<file path="src/common/crtc_pkg.sv">
package crtc_pkg;

    // register byte offsets
    localparam logic [7:0] CRTC_STATUS_OFF  = 8'h00;
    localparam logic [7:0] CRTC_CONTROL_OFF = 8'h04;
    localparam logic [7:0] CRTC_DATA_OFF    = 8'h08;
    localparam logic [7:0] CRTC_COUNT_OFF   = 8'h0c;

    // bus bit n maps to data bit 35-n
    localparam int CRTC_B_CARD_PRESENT = 11;
    localparam int CRTC_B_HOPPER_EMPTY = 10;
    localparam int CRTC_B_IN_PROGRESS  = 9;
    localparam int CRTC_B_READ_REQ     = 9;
    localparam int CRTC_B_TROUBLE      = 8;
    localparam int CRTC_B_OVERRUN      = 7;
    localparam int CRTC_B_READY        = 6;
    localparam int CRTC_B_FILE_END     = 5;
    localparam int CRTC_B_CARD_END     = 4;
    localparam int CRTC_B_COL_READY    = 3;
    localparam int CRTC_B_CHAN_LSB     = 0;
    localparam int CRTC_B_READY_EN     = 12;
    localparam int CRTC_B_TROUBLE_EN   = 13;

    localparam int CRTC_STATUS_W  = 18;
    localparam int CRTC_COLUMN_W  = 12;
    localparam int CRTC_CHAN_W    = 3;
    localparam int CRTC_COUNT_W   = 7;
    localparam int CRTC_COLUMNS   = 80;
    localparam int CRTC_SYNC_W    = 19;

    localparam logic [CRTC_CHAN_W-1:0] CRTC_CHAN_RESET = 3'h0;

    // timing
    localparam int CRTC_CLK_PS    = 5000;
    localparam int CRTC_PICK_PS   = 25000000;
    localparam int CRTC_PICK_CYC  =
        (CRTC_PICK_PS + CRTC_CLK_PS - 1) / CRTC_CLK_PS;

    typedef struct packed {
        logic                     power_ok;
        logic                     hopper_empty_in;
        logic                     card_present_in;
        logic                     reader_ready_in;
        logic                     trouble_in;
        logic                     end_of_file_in;
        logic                     column_strobe_in;
        logic [CRTC_COLUMN_W-1:0] column_in;
    } crtc_rdr_t;

    typedef struct packed {
        logic [31:0] paddr;
        logic        psel;
        logic        penable;
        logic        pwrite;
        logic [31:0] pwdata;
    } crtc_apb_req_t;

endpackage

</file>
<file path="src/rtl/crtc_top.sv">
module crtc_top
    import crtc_pkg::*;
#(
    parameter int PICK_CYCLES = CRTC_PICK_CYC
) (
    input  wire logic          MCLK,
    input  wire logic          NRST,
    input  wire crtc_apb_req_t APB_REQ,
    output logic               PREADY,
    output logic [31:0]        PRDATA,
    output logic               PSLVERR,
    input  wire crtc_rdr_t     READER,
    output logic               READ_COMMAND_OUT,
    output logic [7:1]         PI_REQ
);

    if (PICK_CYCLES < 1 || PICK_CYCLES > 65535) begin : g_chk
        $error("PICK_CYCLES out of range");
    end

    // input synchronisers
    logic [CRTC_SYNC_W-1:0] s1_q;
    logic [CRTC_SYNC_W-1:0] s2_q;
    logic [CRTC_SYNC_W-1:0] s3_q;
    logic [CRTC_SYNC_W-1:0] flt_q;
    logic [CRTC_SYNC_W-1:0] flt_d;
    crtc_rdr_t              rdr;
    logic                   strobe_prev_q;
    logic                   present_prev_q;

    // flags and state
    logic [CRTC_COLUMN_W-1:0] column_buffer_q;
    logic                     column_ready_flag_q;
    logic                     column_overrun_flag_q;
    logic                     card_end_flag_q;
    logic                     card_in_progress_flag_q;
    logic                     file_end_flag_q;
    logic                     read_request_flag_q;
    logic                     ready_irq_enable_q;
    logic                     trouble_irq_enable_q;
    logic [CRTC_CHAN_W-1:0]   channel_q;
    logic [CRTC_COUNT_W-1:0]  column_count_q;
    logic [15:0]              pick_cnt_q;
    logic                     pick_pulse_q;
    // bus side
    logic        pready_q;
    logic [31:0] prdata_q;
    logic        pslverr_q;
    logic [7:1]  pi_req_q;
    logic        read_cmd_q;
    logic        access;
    logic        done;
    logic        wr_done;
    logic        device_select;
    logic        column_read_strobe;
    logic        status_read_strobe;
    logic        ctrl_write;
    logic        column_load_pulse;
    logic        card_end_event;
    logic        card_start_event;
    logic        pick_start;
    logic        idle_ready_condition;
    logic        trouble_pi;
    logic        file_end_set;
    logic        pi_any;
    logic [CRTC_STATUS_W-1:0] status_word;
    function automatic logic is_off(input logic [31:0] a,
                                    input logic [7:0]  off);
        return a[7:0] == off;
    endfunction

    // three-flop synchroniser with agreement filter
    // synchronise reader inputs
    always_comb begin
        flt_d = flt_q;
        for (int i = 0; i < CRTC_SYNC_W; i++) begin
            if (s2_q[i] == s3_q[i]) begin
                flt_d[i] = s3_q[i];
            end
        end
    end

    always_ff @(posedge MCLK or negedge NRST) begin
        if (!NRST) begin
            s1_q  <= '0;
            s2_q  <= '0;
            s3_q  <= '0;
            flt_q <= '0;
        end else begin
            s1_q  <= READER;
            s2_q  <= s1_q;
            s3_q  <= s2_q;
            flt_q <= flt_d;
        end
    end

    assign rdr = flt_q;
    always_ff @(posedge MCLK or negedge NRST) begin
        if (!NRST) begin
            strobe_prev_q  <= 1'b0;
            present_prev_q <= 1'b0;
        end else begin
            strobe_prev_q  <= rdr.column_strobe_in;
            present_prev_q <= rdr.card_present_in;
        end
    end

    assign column_load_pulse = rdr.column_strobe_in & ~strobe_prev_q;
    assign card_end_event    = ~rdr.card_present_in & present_prev_q;
    assign card_start_event  = rdr.card_present_in & ~present_prev_q;

    // bus decode
    assign access  = APB_REQ.psel & APB_REQ.penable;
    assign done    = access & pready_q;
    assign wr_done = done & APB_REQ.pwrite;
    assign device_select = is_off(APB_REQ.paddr, CRTC_DATA_OFF);
    assign column_read_strobe = done & ~APB_REQ.pwrite & device_select
                              & rdr.power_ok;
    assign status_read_strobe =
        access & ~APB_REQ.pwrite & is_off(APB_REQ.paddr, CRTC_STATUS_OFF);
    assign ctrl_write = wr_done & is_off(APB_REQ.paddr, CRTC_CONTROL_OFF);

    always_comb begin
        status_word = '0;
        status_word[CRTC_B_CARD_PRESENT] = rdr.card_present_in;
        status_word[CRTC_B_HOPPER_EMPTY] = rdr.hopper_empty_in;
        status_word[CRTC_B_IN_PROGRESS]  = card_in_progress_flag_q;
        status_word[CRTC_B_TROUBLE]      = rdr.trouble_in;
        status_word[CRTC_B_OVERRUN]      = column_overrun_flag_q;
        status_word[CRTC_B_READY]        = rdr.reader_ready_in;
        status_word[CRTC_B_FILE_END]     = file_end_flag_q;
        status_word[CRTC_B_CARD_END]     = card_end_flag_q;
        status_word[CRTC_B_COL_READY]    = column_ready_flag_q;
        status_word[CRTC_B_CHAN_LSB +: CRTC_CHAN_W] = channel_q;
        status_word[CRTC_B_READY_EN]     = ready_irq_enable_q;
        status_word[CRTC_B_TROUBLE_EN]   = trouble_irq_enable_q;
    end

    // apb slave, one wait state
    always_ff @(posedge MCLK or negedge NRST) begin
        if (!NRST) begin
            pready_q  <= 1'b0;
            prdata_q  <= '0;
            pslverr_q <= 1'b0;
        end else begin
            pready_q  <= access & ~pready_q;
            pslverr_q <= 1'b0;
            prdata_q  <= '0;
            if (access & ~pready_q) begin
                if (status_read_strobe) begin
                    prdata_q <= {14'h0000, status_word};
                end else if (device_select & ~APB_REQ.pwrite) begin
                    prdata_q <= rdr.power_ok
                              ? {20'h00000, column_buffer_q} : '0;
                end else if (is_off(APB_REQ.paddr, CRTC_COUNT_OFF)
                             && !APB_REQ.pwrite) begin
                    prdata_q <= {25'h0000000, column_count_q};
                end else begin
                    pslverr_q <= ~is_off(APB_REQ.paddr, CRTC_CONTROL_OFF);
                end
            end
        end
    end

    // control register fields
    // channel cleared on reset
    always_ff @(posedge MCLK or negedge NRST) begin
        if (!NRST) begin
            channel_q            <= CRTC_CHAN_RESET;
            ready_irq_enable_q   <= 1'b0;
            trouble_irq_enable_q <= 1'b0;
        end else if (ctrl_write) begin
            channel_q <= APB_REQ.pwdata[CRTC_B_CHAN_LSB +: CRTC_CHAN_W];
            ready_irq_enable_q   <= APB_REQ.pwdata[CRTC_B_READY_EN];
            trouble_irq_enable_q <= APB_REQ.pwdata[CRTC_B_TROUBLE_EN];
        end
    end

    always_ff @(posedge MCLK or negedge NRST) begin
        if (!NRST) begin
            column_buffer_q <= '0;
        end else if (column_load_pulse) begin
            column_buffer_q <= rdr.column_in;
        end
    end

    // column data ready, set beats clear
    always_ff @(posedge MCLK or negedge NRST) begin
        if (!NRST) begin
            column_ready_flag_q <= 1'b0;
        end else if (column_load_pulse) begin
            column_ready_flag_q <= 1'b1;
        end else if (column_read_strobe) begin
            column_ready_flag_q <= 1'b0;
        end
    end

    always_ff @(posedge MCLK or negedge NRST) begin
        if (!NRST) begin
            column_overrun_flag_q <= 1'b0;
        end else if (column_load_pulse & column_ready_flag_q) begin
            column_overrun_flag_q <= 1'b1;
        end else if (ctrl_write & APB_REQ.pwdata[CRTC_B_OVERRUN]) begin
            column_overrun_flag_q <= 1'b0;
        end
    end

    always_ff @(posedge MCLK or negedge NRST) begin
        if (!NRST) begin
            column_count_q <= '0;
        end else if (card_start_event) begin
            column_count_q <= '0;
        end else if (column_load_pulse
                     && column_count_q < CRTC_COUNT_W'(CRTC_COLUMNS)) begin
            column_count_q <= column_count_q + 1'b1;
        end
    end

    // card end and reading flags
    always_ff @(posedge MCLK or negedge NRST) begin
        if (!NRST) begin
            card_end_flag_q <= 1'b0;
        end else if (card_end_event) begin
            card_end_flag_q <= 1'b1;
        end else if (ctrl_write & APB_REQ.pwdata[CRTC_B_CARD_END]) begin
            card_end_flag_q <= 1'b0;
        end
    end
    always_ff @(posedge MCLK or negedge NRST) begin
        if (!NRST) begin
            card_in_progress_flag_q <= 1'b0;
        end else if (card_start_event) begin
            card_in_progress_flag_q <= 1'b1;
        end else if (card_end_event) begin
            card_in_progress_flag_q <= 1'b0;
        end
    end

    assign file_end_set = rdr.trouble_in & rdr.end_of_file_in;

    always_ff @(posedge MCLK or negedge NRST) begin
        if (!NRST) begin
            file_end_flag_q <= 1'b0;
        end else if (file_end_set) begin
            file_end_flag_q <= 1'b1;
        end else if (ctrl_write & APB_REQ.pwdata[CRTC_B_FILE_END]) begin
            file_end_flag_q <= 1'b0;
        end
    end

    // pick control
    // ready and request start pick
    assign pick_start = rdr.reader_ready_in & read_request_flag_q
                      & ~pick_pulse_q;

    always_ff @(posedge MCLK or negedge NRST) begin
        if (!NRST) begin
            read_request_flag_q <= 1'b0;
        end else if (ctrl_write & APB_REQ.pwdata[CRTC_B_READ_REQ]) begin
            read_request_flag_q <= 1'b1;
        end else if (pick_start) begin
            read_request_flag_q <= 1'b0;
        end
    end

    always_ff @(posedge MCLK or negedge NRST) begin
        if (!NRST) begin
            pick_pulse_q <= 1'b0;
            pick_cnt_q   <= '0;
        end else if (pick_start) begin
            pick_pulse_q <= 1'b1;
            pick_cnt_q   <= 16'(PICK_CYCLES - 1);
        end else if (pick_pulse_q) begin
            if (pick_cnt_q == 16'h0000) begin
                pick_pulse_q <= 1'b0;
            end else begin
                pick_cnt_q <= pick_cnt_q - 1'b1;
            end
        end
    end

    assign idle_ready_condition = rdr.reader_ready_in
                                & ~read_request_flag_q & ~pick_pulse_q;
    assign trouble_pi = rdr.trouble_in & trouble_irq_enable_q;
    assign pi_any = column_ready_flag_q | column_overrun_flag_q
                  | card_end_flag_q | file_end_flag_q | trouble_pi
                  | (idle_ready_condition & ready_irq_enable_q);

    always_ff @(posedge MCLK or negedge NRST) begin
        if (!NRST) begin
            pi_req_q <= '0;
        end else begin
            for (int c = 1; c < 8; c++) begin
                pi_req_q[c] <= pi_any && (channel_q == CRTC_CHAN_W'(c));
            end
        end
    end

    always_ff @(posedge MCLK or negedge NRST) begin
        if (!NRST) begin
            read_cmd_q <= 1'b0;
        end else begin
            read_cmd_q <= pick_start | (pick_pulse_q & (pick_cnt_q != '0));
        end
    end
    assign PREADY           = pready_q;
    assign PRDATA           = prdata_q;
    assign PSLVERR          = pslverr_q;
    assign PI_REQ           = pi_req_q;
    assign READ_COMMAND_OUT = read_cmd_q;

endmodule

</file>
<file path="config.mk">
export PLATFORM = sky130hd
export DESIGN_NAME = crtc_top
export DESIGN_NICKNAME = d
export VERILOG_FILES = /design/src/common/crtc_pkg.sv /design/src/rtl/crtc_top.sv
export SDC_FILE = /design/constraint.sdc
export NUM_CORES = 1
export LEC_CHECK = 0
export BUFFER_PORTS_ARGS = -buffer_cell sky130_fd_sc_hd__buf_2
export CAP_MARGIN = 25
export CORE_MARGIN = 2
export CORE_UTILIZATION = 53
export CTS_CLUSTER_DIAMETER = 200
export DETAILED_ROUTE_END_ITERATION = 16
export PLACE_DENSITY = 0.85
export SYNTH_ARGS = -nofsm -noshare
export SYNTH_HDL_FRONTEND = slang
export SYNTH_SLANG_ARGS = --single-unit
</file>
<file path="constraint.sdc">
create_clock -name MCLK -period 1.9 [get_ports MCLK]
set_input_delay 0.095 -clock MCLK [delete_from_list [all_inputs] [get_ports MCLK]]
set_output_delay 0.095 -clock MCLK [all_outputs]
set_load 0.01 [all_outputs]
</file>
### Word-level counts from Yosys, hierarchy flattened

Cells that the tools add are included.

| cells by class | value |
|---|---|
| add/sub/neg operators | 2 |
| order comparisons | 1 |
| equal/unequal tests | 30 |
| mux-type cells | 29 |
| bitwise operators | 41 |
| reduce and logical (&&, ||, !) cells | 22 |

Operators by type and width:

| operator | number |
|---|---|
| $mux W16 | 3 |
| $mux W14 | 2 |
| $and A1 B1 Y1 | 27 |
| $mux W12 | 2 |
| $mux W7 | 3 |
| $eq A1 B1 Y1 | 19 |
| $mux W1 | 19 |
| $eq A8 B4 Y1 const B | 2 |
| $logic_not A16 Y1 | 1 |
| $reduce_bool A16 Y1 | 1 |
| $reduce_bool A2 Y1 | 8 |
| $sub A16 B1 Y16 const B | 1 |
| $eq A3 B3 Y1 const B | 4 |
| $logic_and A1 B1 Y1 | 9 |
| $eq A8 B3 Y1 const B | 1 |
| $logic_not A8 Y1 | 1 |
| $not A1 Y1 | 8 |
| $add A7 B1 Y7 const B | 1 |
| $lt A7 B7 Y1 const B | 1 |
| $eq A3 B2 Y1 const B | 2 |
| $or A1 B1 Y1 | 6 |
| $eq A3 B1 Y1 const B | 1 |
| $ne A2 B2 Y1 const B | 1 |
| $reduce_and A2 Y1 | 1 |
| $logic_not A1 Y1 | 1 |

| storage, ports and cells | value |
|---|---|
| flip-flop bits (word level) | 167 |

### Logic depth before layout (Yosys ltp)

Gate-level depths: netlist of the first run.

| depth | value |
|---|---|
| depth after elaboration | 7 |
| mapped depth | 6 |
| depth with buffers taken out | 6 |

### Least setup slack after synthesis of the first run

No wires, ideal clock.

| timing path | value |
|---|---|
| path type | reg2reg |
| from | register pick_cnt_q[0] |
| to | register pick_cnt_q[12] |
| setup time | 138 ps |
| data arrival time | 1559 ps |
| required time | 1762 ps |
| setup slack | 203 ps |
| cell stages (with the launch flop) | 7 |
| path buffers | 0 |
| cells stage by stage | dfrtp_1 inv_1 ha_1 nand4bb_1 a2111oi_4 and3_1 o21ai_0 |

| between the ends | value |
|---|---|
| longest elaborated chain between the ends | 4 |

RTL lines:

| what | RTL line | text |
|---|---|---|
| start: declaration | crtc_top.sv:43 | `logic [15:0] pick_cnt_q;` |
| start signal: assignment | crtc_top.sv:272 | `pick_cnt_q <= 16'(PICK_CYCLES - 1);` |
| start signal: assignment | crtc_top.sv:277 | `pick_cnt_q <= pick_cnt_q - 1'b1;` |
| $sub A16 B1 Y16 | crtc_top.sv:277 |  |
| $mux W16 | crtc_top.sv:274 | `if (pick_cnt_q == 16'h0000) begin` |
| $mux W16 | crtc_top.sv:273 | `end else if (pick_pulse_q) begin` |
| $mux W16 | crtc_top.sv:270 | `end else if (pick_start) begin` |

Parallel ways exist; a longest one is shown, timed or not. The select of a mux whose other input is x is not followed.
A chain may end at the register's enable or synchronous reset.

### Final worst setup path of the first run

| timing path | value |
|---|---|
| from | register pick_cnt_q[6] |
| to | register pick_cnt_q[12] |

Same word-level chain as after synthesis.

==> impl_metrics.env, run 1 <==
export IMPL_synth_compound_area_share_pct=7.10
export IMPL_report_power_total_uw=7300
export IMPL_grt_overflow_total=0
export IMPL_synth_area_leader_cell="sky130_fd_sc_hd__dfrtp_1"
export IMPL_synth_seq_cells=148
export IMPL_dieWidth_um=107
export IMPL_synth_top_area_share_pct=66.3
export IMPL_postSynth_topFlopCell="sky130_fd_sc_hd__dfrtp_1"
export IMPL_clock_tree_from_tritoncts="done"
export IMPL_floorplan_io_pins=130
export IMPL_timing_hold_worst_class="in2async"
export IMPL_clock_fmax_mhz=526
export IMPL_synth_cell_type_count=58
export IMPL_placement_rows=37
export IMPL_initial_core_util_pct=54.4
export IMPL_ff_latch_area_um2=3710
export IMPL_startpoint_type="register"
export IMPL_clock_tree_htree_level_count=4
export IMPL_finalWirelength_um=10600
export IMPL_post_synth_cell_area_avg_um2=13.6
export IMPL_worstPathMaxFanout=5
export IMPL_via_count=3574
export IMPL_largest_family_of_logic_cells_by_synthesized_area="simple AND/OR/NAND/NOR gates"
export IMPL_drc_errors=0
export IMPL_cts_inserted_buffers=17
export IMPL_grt_antenna_before_repair=0
export IMPL_worstRegToRegCells=4
export IMPL_critical_path_type="reg2reg"
export IMPL_fin_nets=622
export IMPL_post_synth_inst_count=411
export IMPL_critPathRequiredTime_ns=2.29
export IMPL_synth_seq_area_share_pct=66.3
export IMPL_die_area_um2=11400
export IMPL_number_of_clock_sinks_seen_by_cts=148
export IMPL_run_status="finished with violations"
export IMPL_yosys_area_share_adder_pct=4.30
export IMPL_place_hpwl_um=7020
export IMPL_maxCapViolations=0
export IMPL_async_flop_share_pct=100
export IMPL_setup_slack_ns=-0.000610
export IMPL_yosys_area_share_xor_xnor_pct=0.940
export IMPL_worst_ir_drop_on_vdd_mv=0.593
export IMPL_multiInputGateArea_um2=1730
export IMPL_grt_max_degree=48
export IMPL_insertedDiodeCount=0
export IMPL_die_height_um=107
export IMPL_port_buffer_count=64
export IMPL_count_of_filler_cells_inserted_in_the_layout=717
export IMPL_grt_setup_unrepaired="yes"
export IMPL_hold_viol=0
export IMPL_post_route_period_util_pct=100
export IMPL_setup_worst_path_end_class="register"
export IMPL_buffers_from_clock_root_to_sink_at_most=2
export IMPL_clk_insertion_delay_late_ns=0.52
export IMPL_yosys_mux_area_fraction_pct=3.98
export IMPL_synth_area_um2=5590
export IMPL_crit_arrival_ns=2.29
export IMPL_detail_route_vias_per_cell=5.26
export IMPL_wl_per_cell_um=15.6
export IMPL_leakage_uw=0.00323
export IMPL_fin_crit_ns=1.90
export IMPL_synthToLayoutAreaGrowth_pct=25.3
export IMPL_failed_checks="negative setup slack"
export IMPL_report_final_slew_viol_count=0
export IMPL_wire_length_of_the_first_global_routing_pass_um=17800
export IMPL_cts_root_buffer="sky130_fd_sc_hd__clkbuf_8"
export IMPL_path_clk_slew_ns=0.06
export IMPL_core_area_um2=10300
export IMPL_yosys_warnings=0
export IMPL_detail_route_first_pass_iterations=4
export IMPL_synth_top_cells_by_area="sky130_fd_sc_hd__dfrtp_1 (66%), sky130_fd_sc_hd__mux2_2 (3.6%), sky130_fd_sc_hd__maj3_1 (3.4%)"
export IMPL_worst_clock_skew_ns=0.00545
export IMPL_routabilityCongestion=0.856
export IMPL_final_layout_size_suffix_gt1_share_pct=27.3
export IMPL_mostFrequentLayoutCells="sky130_fd_sc_hd__dfrtp_1 (145), sky130_fd_sc_hd__buf_2 (63), sky130_fd_sc_hd__dlygate4sd3_1 (34)"
export IMPL_synth_simple_gate_area_share_pct=13.3
export IMPL_final_core_util_pct=68.1
export IMPL_number_of_global_route_vias_before_repair=3750
export IMPL_powerDensity_nw_per_um2=1040
export IMPL_number_of_enable_flip_flop_cells_after_synthesis=0
export IMPL_grt_total_usage_pct=20.9
export IMPL_final_report_setup_violation_count=1
export IMPL_mostFrequentLayoutCell="sky130_fd_sc_hd__dfrtp_1"
export IMPL_first_iter_violations=195
export IMPL_ant_nets=0
[kinds of logic (layout without fill, tap and decap cells)]
| kind of cell | count (synthesis) | in the layout |
|---|---|---|
| flops | 148 | 148 |
| simple gates | 122 | 122 |
| compound gates | 54 | 54 |
| buf+inv | 37 | 152 |
| fa+ha+maj | 23 | 23 |
| mux | 20 | 20 |
| xor+xnor | 6 | 6 |
| other cells | 1 | 18 |
[flip-flops by register name (all words and copies together), names as in the netlist]
signal,flops
pick_cnt_q,16
PRDATA,14
s2_q,19
PREADY,1
column_count_q,7
flt_q,19
PI_REQ,7
file_end_flag_q,1
pick_pulse_q,1
strobe_prev_q,1
column_ready_flag_q,1
ready_irq_enable_q,1
s1_q,19
read_request_flag_q,1
trouble_irq_enable_q,1
column_buffer_q,12
column_overrun_flag_q,1
present_prev_q,1
s3_q,19
card_end_flag_q,1
card_in_progress_flag_q,1
PSLVERR,1
channel_q,3
[layer usage]
metal	share of wire, %	global-route usage [%]	routed length [um]
met1	43	25.2	4520
met2	50	34.7	5330
met3	4.5	6.57	477
met4	2.5	8.81	267
met5	0	0	0
[worst max-delay path, cell delays in order, from the launching register on]
cell                        delay [ns]
sky130_fd_sc_hd__dfrtp_2          0.45
sky130_fd_sc_hd__or4_4            0.56
sky130_fd_sc_hd__a2111oi_4        0.46
sky130_fd_sc_hd__and3_1           0.24
sky130_fd_sc_hd__o21ai_1          0.06
[repair_timing]
| item | CTS | global route |
|---|---|---|
| endpoints found under the setup margin | 0 | 5 |
| resized for setup | 0 | 5 |
| hold buffers | 34 | 0 |
| buffers inserted | 0 | 3 |
| endpoints found under the hold margin | 180 | 0 |
[synth_stat cells (5+ instances only)]
cell                        number
sky130_fd_sc_hd__nand2_1        30
sky130_fd_sc_hd__a21oi_1        12
sky130_fd_sc_hd__nor3_1          9
sky130_fd_sc_hd__inv_1           7
sky130_fd_sc_hd__o2bb2ai_1       5
sky130_fd_sc_hd__nand3_1         7
sky130_fd_sc_hd__buf_4          18
sky130_fd_sc_hd__a22oi_1         6
sky130_fd_sc_hd__and3_1         11
sky130_fd_sc_hd__clkbuf_1        6
sky130_fd_sc_hd__o21ai_0         6
sky130_fd_sc_hd__maj3_1         19
sky130_fd_sc_hd__nor4_1          6
sky130_fd_sc_hd__mux2_2         18
sky130_fd_sc_hd__xor2_1          5
sky130_fd_sc_hd__nor2_1         22
sky130_fd_sc_hd__dfrtp_1       148
[cell type report]
cell class                 instances  area share [%]
tap                              136            2.43
clock buffer                      20            6.36
inverter                           7           0.375
timing repair buffer             113            11.3
sequential                       148            52.9
multi-input combinational        243            24.7
clock inverter                    12            1.88
[stage by stage]
stage / setup TNS [ns] / setup slack, ns / area (um^2) / std cells / hold WS (ns)
2_1_floorplan: 0 / 0.203 / 5650 / 428 / -0.201
3_3_place_gp: 0 / 0.112 / 6050 / 610 / 0.0418
3_5_place_dp: 0 / 0.0338 / 6050 / 610 / 0.0527
4_1_cts: 0 / 0.0147 / 6970 / 676 / 0.0361
5_1_grt: -0.149 / -0.0539 / 7000 / 679 / 0.0602
6_report: -0.000610 / -0.000610 / 7000 / 679 / 0.0615
[power breakdown]
group | switching (uW) | internal, uW | total [uW]
sequential | 152 | 3380 | 3530
clock | 1250 | 1930 | 3180
combinational | 307 | 292 | 599
total | 1700 | 5600 | 7300
[final timing paths]
check	from	to	slack [ns]
setup / recovery	pick_cnt_q[6]$_DFFE_PN0P_	pick_cnt_q[12]$_DFFE_PN0P_	-0.0006
hold / removal	NRST	s2_q[4]$_DFF_PN0_	0.06
setup reg to reg	pick_cnt_q[6]$_DFFE_PN0P_	pick_cnt_q[12]$_DFFE_PN0P_	-0.0006
hold reg to reg	s1_q[16]$_DFF_PN0_	s2_q[16]$_DFF_PN0_	0.35
max in group asynchronous	NRST	flt_q[1]$_DFFE_PN0N_	1.20
min in group MCLK	APB_REQ[35]	PRDATA[0]$_DFF_PN0_	0.06
No activity file was read; power rests on OpenSTA's default activity.
==> run 2, diff against run 1 <==
--- a/config.mk
+++ b/config.mk
@@ -11,6 +11,7 @@
 export CORE_UTILIZATION = 53
 export CTS_CLUSTER_DIAMETER = 200
 export DETAILED_ROUTE_END_ITERATION = 16
+export GPL_TIMING_DRIVEN = 0
 export PLACE_DENSITY = 0.85
 export SYNTH_ARGS = -nofsm -noshare
 export SYNTH_HDL_FRONTEND = slang
==> run 2 against run 1 <==
  * The run now ends clean
  * Clock power hardly changed
  * Worst setup slack better by 0.032 ns
  * Via count up 3.2%
  * Wire length rose by 2.4%
  * Critical endpoint is now pick_cnt_q[11]$_DFFE_PN0P_
  * Largest power group unchanged
  * Design area rose by 2.8%
  * Sequential share of layout area fell by 1.4 points
==> impl_metrics.env, run 2 (synthesis gave the netlist of run 1 again) <==
export IMPL_run_status="finished, final reports clean"
export IMPL_regToRegEndpoint="pick_cnt_q[11]$_DFFE_PN0P_"
export IMPL_wl_per_cell_um=15.4
export IMPL_grt_antenna_before_repair=0
export IMPL_mostFrequentLayoutCell="sky130_fd_sc_hd__dfrtp_1"
export IMPL_final_layout_size_suffix_gt1_share_pct=29.5
export IMPL_initial_core_util_pct=54.4
export IMPL_startpoint_type="register"
export IMPL_floorplan_io_pins=130
export IMPL_hold_viol=0
export IMPL_maxCapViolations=0
export IMPL_leakage_uw=0.00337
export IMPL_report_final_slew_viol_count=0
export IMPL_path_clk_slew_ns=0.06
export IMPL_timing_critical_path_max_delay_family="simple AND/OR/NAND/NOR gates"
export IMPL_fin_nets=646
export IMPL_finalSetupTns_ns=0
export IMPL_r2r_slack_ns=0.03
export IMPL_grt_max_degree=108
export IMPL_final_report_setup_violation_count=0
export IMPL_cts_inserted_buffers=17
export IMPL_clock_fmax_mhz=535
export IMPL_number_of_global_route_vias_before_repair=3709
export IMPL_critical_path_type="reg2reg"
export IMPL_port_buffer_count=64
export IMPL_clock_tree_htree_level_count=4
export IMPL_ff_latch_area_um2=3710
export IMPL_worstRegToRegCells=4
export IMPL_ant_nets=0
export IMPL_die_height_um=107
export IMPL_drc_errors=0
export IMPL_die_area_um2=11400
export IMPL_first_iter_violations=187
export IMPL_critPathRequiredTime_ns=2.33
export IMPL_cell_chain_critical_path="nor4_4, nand4b_1, or4_1, a21oi_1"
export IMPL_max_slew_margin_rel_pct=62.2
export IMPL_detail_route_first_pass_iterations=5
export IMPL_timing_critical_path_slowest_stage_cell="sky130_fd_sc_hd__or4_1"
export IMPL_worst_clock_skew_ns=0.0110
export IMPL_grt_setup_unrepaired="yes"
export IMPL_detail_route_vias_per_cell=5.24
export IMPL_cp_buffers_inverters=0
export IMPL_final_cells=703
export IMPL_dieWidth_um=107
export IMPL_crit_path_max_incr_delay_ns=0.52
export IMPL_worst_ir_drop_on_vdd_mv=0.614
export IMPL_number_of_clock_sinks_seen_by_cts=148
export IMPL_place_hpwl_um=7010
export IMPL_placement_rows=37
export IMPL_hold_slack_ns=0.0481
export IMPL_mostFrequentLayoutCells="sky130_fd_sc_hd__dfrtp_1 (145), sky130_fd_sc_hd__buf_2 (63), sky130_fd_sc_hd__dlygate4sd3_1 (34)"
export IMPL_worstMarginPinSlew_ns=0.567
export IMPL_powerDensity_nw_per_um2=1020
export IMPL_grt_overflow_total=0
export IMPL_routabilityCongestion=0.869
export IMPL_crit_arrival_ns=2.30
export IMPL_wire_length_of_the_first_global_routing_pass_um=17900
export IMPL_r2r_start="pick_cnt_q[7]$_DFFE_PN0P_"
export IMPL_buffers_from_clock_root_to_sink_at_most=2
export IMPL_via_count=3687
export IMPL_core_area_um2=10300
export IMPL_fin_crit_ns=1.87
export IMPL_multiInputGateArea_um2=1750
export IMPL_synthToLayoutAreaGrowth_pct=28.8
export IMPL_timing_hold_worst_class="in2async"
export IMPL_cts_root_buffer="sky130_fd_sc_hd__clkbuf_8"
export IMPL_grt_total_usage_pct=20.7
export IMPL_post_route_period_util_pct=98.3
export IMPL_worstPathMaxFanout=4
export IMPL_count_of_filler_cells_inserted_in_the_layout=691
export IMPL_dp_cells=629
export IMPL_insertedDiodeCount=0
export IMPL_finalWirelength_um=10900
export IMPL_clk_insertion_delay_late_ns=0.52
export IMPL_setup_worst_path_end_class="register"
export IMPL_clock_tree_from_tritoncts="done"
-- run 2: cell types whose count changed in the layout (fill, tap and decap cells not counted), sizes merged --
cell	previous run	this run
clkinv	3	8
clkbuf	20	27
clkinvlp	7	2
buf	79	96
-- run 2: through the flow --
| stage | setup slack [ns] | util, % | area [um^2] | power (uW) |
|---|---|---|---|---|
| final | 0.0318 | 70.0 | 7200 | 7350 |
| after global routing | -0.0309 | 70.0 | 7200 | 7680 |
| after CTS | 0.00945 | 69.4 | 7130 | 7410 |
| after detailed placement | -0.0213 | 60.1 | 6180 | 4120 |
| after global placement | -1.20 | 59.8 | 6140 | 4080 |
| after floorplan | 0.203 | - | 5650 | 3890 |
-- run 2: repair_timing --
action	in CTS	in global routing
setup endpoints to repair	3	11
hold buffers	34	0
pin swaps	4	7
setup buffers	4	5
hold endpoints to repair	180	0
gates resized for setup	4	6
gates cloned	0	0
-- run 2: area by class of cell --
| type | count | share of cell area (%) |
|---|---|---|
| Tap cell | 136 | 2.36 |
| Sequential cell | 148 | 51.5 |
| Clock inverter | 12 | 1.81 |
| Multi-Input combinational cell | 243 | 24.3 |
| Buffer | 29 | 2.73 |
| Clock buffer | 20 | 6.33 |
| Timing Repair Buffer | 108 | 10.6 |
| Inverter | 7 | 0.365 |
-- run 2: per-layer routing --
layer	vias to the layer above	global-route usage, %	routed length [um]
met5	-	0	0
met4	0	6.96	132
met3	12	6.38	584
met2	111	34.0	5440
li1	1717	-	-
met1	1847	26.4	4700
-- run 2: how the worst max path moves through the flow --
stage                                            end  depth (start not counted)  slack [ns]                        from
after floorplan           pick_cnt_q[12]$_DFFE_PN0P_                          6        0.20   pick_cnt_q[0]$_DFFE_PN0P_
after global placement     pick_cnt_q[7]$_DFFE_PN0P_                          1       -1.20                        NRST
after detailed placement   pick_cnt_q[1]$_DFFE_PN0P_                          4       -0.02  pick_cnt_q[12]$_DFFE_PN0P_
after CTS                 pick_cnt_q[12]$_DFFE_PN0P_                          4       0.009   pick_cnt_q[4]$_DFFE_PN0P_
after global routing            PRDATA[11]$_DFF_PN0_                          6       -0.03       flt_q[18]$_DFFE_PN0N_
final                     pick_cnt_q[11]$_DFFE_PN0P_                          4        0.03   pick_cnt_q[7]$_DFFE_PN0P_
-- run 2: where the power goes --
group	internal [uW]	switching [uW]
clock	1970	1230
sequential	3380	151
combinational	308	319
==> run 3, diff against run 2 <==
--- a/config.mk
+++ b/config.mk
@@ -5,10 +5,11 @@
 export SDC_FILE = /design/constraint.sdc
 export NUM_CORES = 1
 export LEC_CHECK = 0
+export ABC_AREA = 1
 export BUFFER_PORTS_ARGS = -buffer_cell sky130_fd_sc_hd__buf_2
 export CAP_MARGIN = 25
 export CORE_MARGIN = 2
-export CORE_UTILIZATION = 53
+export CORE_UTILIZATION = 54
 export CTS_CLUSTER_DIAMETER = 200
 export DETAILED_ROUTE_END_ITERATION = 16
 export GPL_TIMING_DRIVEN = 0
==> run 3 against run 2 <==
  * Die area grew 4.1%
  * Largest power group unchanged
  * Clock skew shrank 0.0019 ns
  * Critical endpoint is now pick_cnt_q[7]$_DFFE_PN0P_
  * Critical path depth rose by 6
==> impl_metrics.env, run 3 <==
export IMPL_synth_cell_type_count=33
export IMPL_p_comb_share_pct=18.6
export IMPL_timing_hold_worst_class="in2reg"
export IMPL_seq_power_share_pct=45.4
export IMPL_buffers_from_clock_root_to_sink_at_most=2
export IMPL_timing_critical_path_slowest_stage_cell="sky130_fd_sc_hd__dfrtp_1"
export IMPL_final_cells=874
export IMPL_yosys_warnings=0
export IMPL_port_buffer_count=64
export IMPL_fin_nets=813
export IMPL_maxCapViolations=0
export IMPL_critical_path_most_common_cell="sky130_fd_sc_hd__nand2_2"
export IMPL_synth_area_leader_cell="sky130_fd_sc_hd__dfrtp_1"
export IMPL_drc_errors=0
export IMPL_most_repeated_cell_in_the_gate_level_netlist_after_synthesis="sky130_fd_sc_hd__nand2_1"
export IMPL_synth_area_um2=5940
export IMPL_post_synth_cell_area_avg_um2=10.1
export IMPL_grt_setup_unrepaired="no"
export IMPL_cell_chain_critical_path="inv_1, ha_1, nand2_2, nor2_4, nand2_2, nand2_4, nand2_4, buf_6, nand2_2, o21ai_2"
export IMPL_worstPathMaxFanout=10
export IMPL_worst_clock_skew_ns=0.00911
export IMPL_clockPowerShare_pct=36.0
export IMPL_final_report_setup_violation_count=0
export IMPL_die_area_um2=11900
export IMPL_grt_total_usage_pct=21.1
export IMPL_crit_arrival_ns=2.09
export IMPL_synthTopCellsByCount="sky130_fd_sc_hd__nand2_1 (171), sky130_fd_sc_hd__dfrtp_1 (148), sky130_fd_sc_hd__inv_1 (50), sky130_fd_sc_hd__nor2_1 (45), sky130_fd_sc_hd__nand3_1 (42)"
export IMPL_grt_max_degree=107
export IMPL_report_final_slew_viol_count=0
export IMPL_crit_path_max_incr_delay_ns=0.39
export IMPL_postSynth_topFlopCell="sky130_fd_sc_hd__dfrtp_1"
export IMPL_post_route_period_util_pct=88.8
export IMPL_synth_seq_area_share_pct=62.4
export IMPL_global_route_peak_usage_layer="met2"
export IMPL_synthToLayoutAreaGrowth_pct=24.3
export IMPL_synth_seq_cells=148
export IMPL_placement_rows=38
export IMPL_wl_per_cell_um=12.9
export IMPL_leakage_uw=0.00377
export IMPL_mostFrequentLayoutCells="sky130_fd_sc_hd__nand2_1 (171), sky130_fd_sc_hd__dfrtp_1 (148), sky130_fd_sc_hd__buf_2 (66)"
export IMPL_insertedDiodeCount=0
export IMPL_power_share_switching_pct=31.2
export IMPL_post_cts_resized=0
export IMPL_number_of_enable_flip_flop_cells_after_synthesis=0
export IMPL_clk_insertion_delay_late_ns=0.52
export IMPL_async_flop_share_pct=100
export IMPL_cts_inserted_buffers=17
export IMPL_finalWirelength_um=11200
export IMPL_core_area_um2=10800
export IMPL_detail_route_first_pass_iterations=5
export IMPL_powerDensity_nw_per_um2=1140
export IMPL_critPathRequiredTime_ns=2.31
export IMPL_startpoint_type="register"
export IMPL_critical_path_type="reg2reg"
export IMPL_first_iter_violations=314
export IMPL_run_status="finished, final reports clean"
export IMPL_hold_viol=0
export IMPL_place_hpwl_um=7720
export IMPL_path_clk_slew_ns=0.06
export IMPL_wire_length_of_the_first_global_routing_pass_um=19100
export IMPL_cellInternalPower_uw=5800
export IMPL_clock_fmax_mhz=592
export IMPL_clock_tree_from_tritoncts="done"
export IMPL_routabilityCongestion=0.914
export IMPL_die_height_um=109
export IMPL_mostFrequentLayoutCell="sky130_fd_sc_hd__nand2_1"
export IMPL_groute_layer_met3_usage_pct=4.72
export IMPL_setup_worst_path_end_class="register"
export IMPL_worst_ir_drop_on_vdd_mv=0.717
export IMPL_grt_overflow_total=0
export IMPL_number_of_global_route_vias_before_repair=4231
export IMPL_grt_antenna_before_repair=0
export IMPL_clock_tree_htree_level_count=4
export IMPL_postPlaceCellArea_um2=6530
export IMPL_finalSetupTns_ns=0
export IMPL_post_synth_inst_count=590
export IMPL_met1_track_utilization_from_global_routing_pct=27.2
export IMPL_cts_root_buffer="sky130_fd_sc_hd__clkbuf_8"
export IMPL_dp_cells=812
export IMPL_synth_top_area_share_pct=62.4
export IMPL_net_switching_power_uw=2630
export IMPL_synth_top_cells_by_area="sky130_fd_sc_hd__dfrtp_1 (62%), sky130_fd_sc_hd__nand2_1 (11%), sky130_fd_sc_hd__nand3_1 (3.5%)"
export IMPL_fin_crit_ns=1.69
export IMPL_floorplan_io_pins=130
export IMPL_ant_nets=0
export IMPL_number_of_clock_sinks_seen_by_cts=148
export IMPL_detail_route_vias_per_cell=4.93
export IMPL_initial_core_util_pct=55.0
export IMPL_final_layout_size_suffix_gt1_share_pct=21.8
export IMPL_layout_cell_area_non_filler_um2=7380
export IMPL_via_count=4312
export IMPL_dieWidth_um=109
export IMPL_groute_layer_met2_usage_pct=34.3
-- run 3: changes by cell type after synthesis, sizes merged, moves of 8 or more --
cell,delta
and3,-11
inv,+46
mux2,-18
nand2,+151
nand3,+36
nand4,+8
nor2,+33
nor4,-9
o21ai,+14
-- run 3: power by group through the flow --
stage | logic (uW) | registers, uW | clock network, uW
2_1_floorplan | 1130 | 3790 | 0
3_3_place_gp | 1410 | 3840 | 0
3_5_place_dp | 1500 | 3860 | 0
4_1_cts | 1560 | 3810 | 3080
5_1_grt | 1780 | 3860 | 3220
6_report | 1570 | 3820 | 3040
-- run 3: kinds of logic after synthesis --
kind of cell | after synthesis | share of synthesized area [%]
buffers and inverters | 81 | 6.78
xor gates and xnor gates | 2 | 0.295
adders and majority gates | 23 | 4.05
other | 1 | 0.0632
and+or+nand+nor | 306 | 23.3
AOI/OAI and AO/OA | 29 | 3.16
DFF | 148 | 62.4
-- run 3: metal layers --
layer  part of all wire [%]  up-vias
met4                    1.7        0
li1                       -     2100
met2                     49      154
met1                     43     2040
met5                      0        -
met3                    5.7       18
-- run 3: stage by stage --
stage	total power (uW)	utilization [%]	hold slack [ns]	worst slack [ns]
finish	8430	68.4	0.0449	0.212
global route	8870	68.4	0.0506	0.123
CTS	8460	68.4	0.0177	0.233
detailed placement	5360	60.5	0.0372	0.238
global placement	5260	60.2	0.203	-1.15
floorplan	4920	-	-0.201	0.441
-- run 3: worst max-delay path: cells and delay by family, from the launching register on --
kind,cells,cell delay [ns]
flops,1,0.39
compound gates,1,0.05
buf+inv,2,0.29
fa+ha+maj,1,0.28
simple gates,6,0.58
-- run 3: worst paths after layout --
check / from / endpoint / slack [ns] / cells past startpoint
setup / recovery: pick_cnt_q[0]$_DFFE_PN0P_ / pick_cnt_q[7]$_DFFE_PN0P_ / 0.21 / 10
hold / removal: APB_REQ[32] / PRDATA[3]$_DFF_PN0_ / 0.04 / 6
setup reg to reg: pick_cnt_q[0]$_DFFE_PN0P_ / pick_cnt_q[7]$_DFFE_PN0P_ / 0.21 / 10
hold reg to reg: s1_q[9]$_DFF_PN0_ / s2_q[9]$_DFF_PN0_ / 0.35 / 0
max in group asynchronous: NRST / s1_q[15]$_DFF_PN0_ / 1.04 / 3
min in group asynchronous: NRST / PRDATA[7]$_DFF_PN0_ / 0.06 / 2
-- run 3: final cells by class --
type / count / area (um^2)
Clock inverter: 13 / 116
Clock buffer: 19 / 432
Sequential cell: 148 / 3700
Inverter: 54 / 204
Tap cell: 140 / 175
Timing Repair Buffer: 95 / 654
Buffer: 27 / 199
Multi-Input combinational cell: 378 / 1900
Fill cell: 756 / 3410
-- run 3: what timing repair did --
| item | 4_1_cts | 5_1_grt |
|---|---|---|
| endpoints found under the hold margin | 178 | 0 |
| hold buffers | 30 | 0 |
| buffers inserted | 0 | 0 |
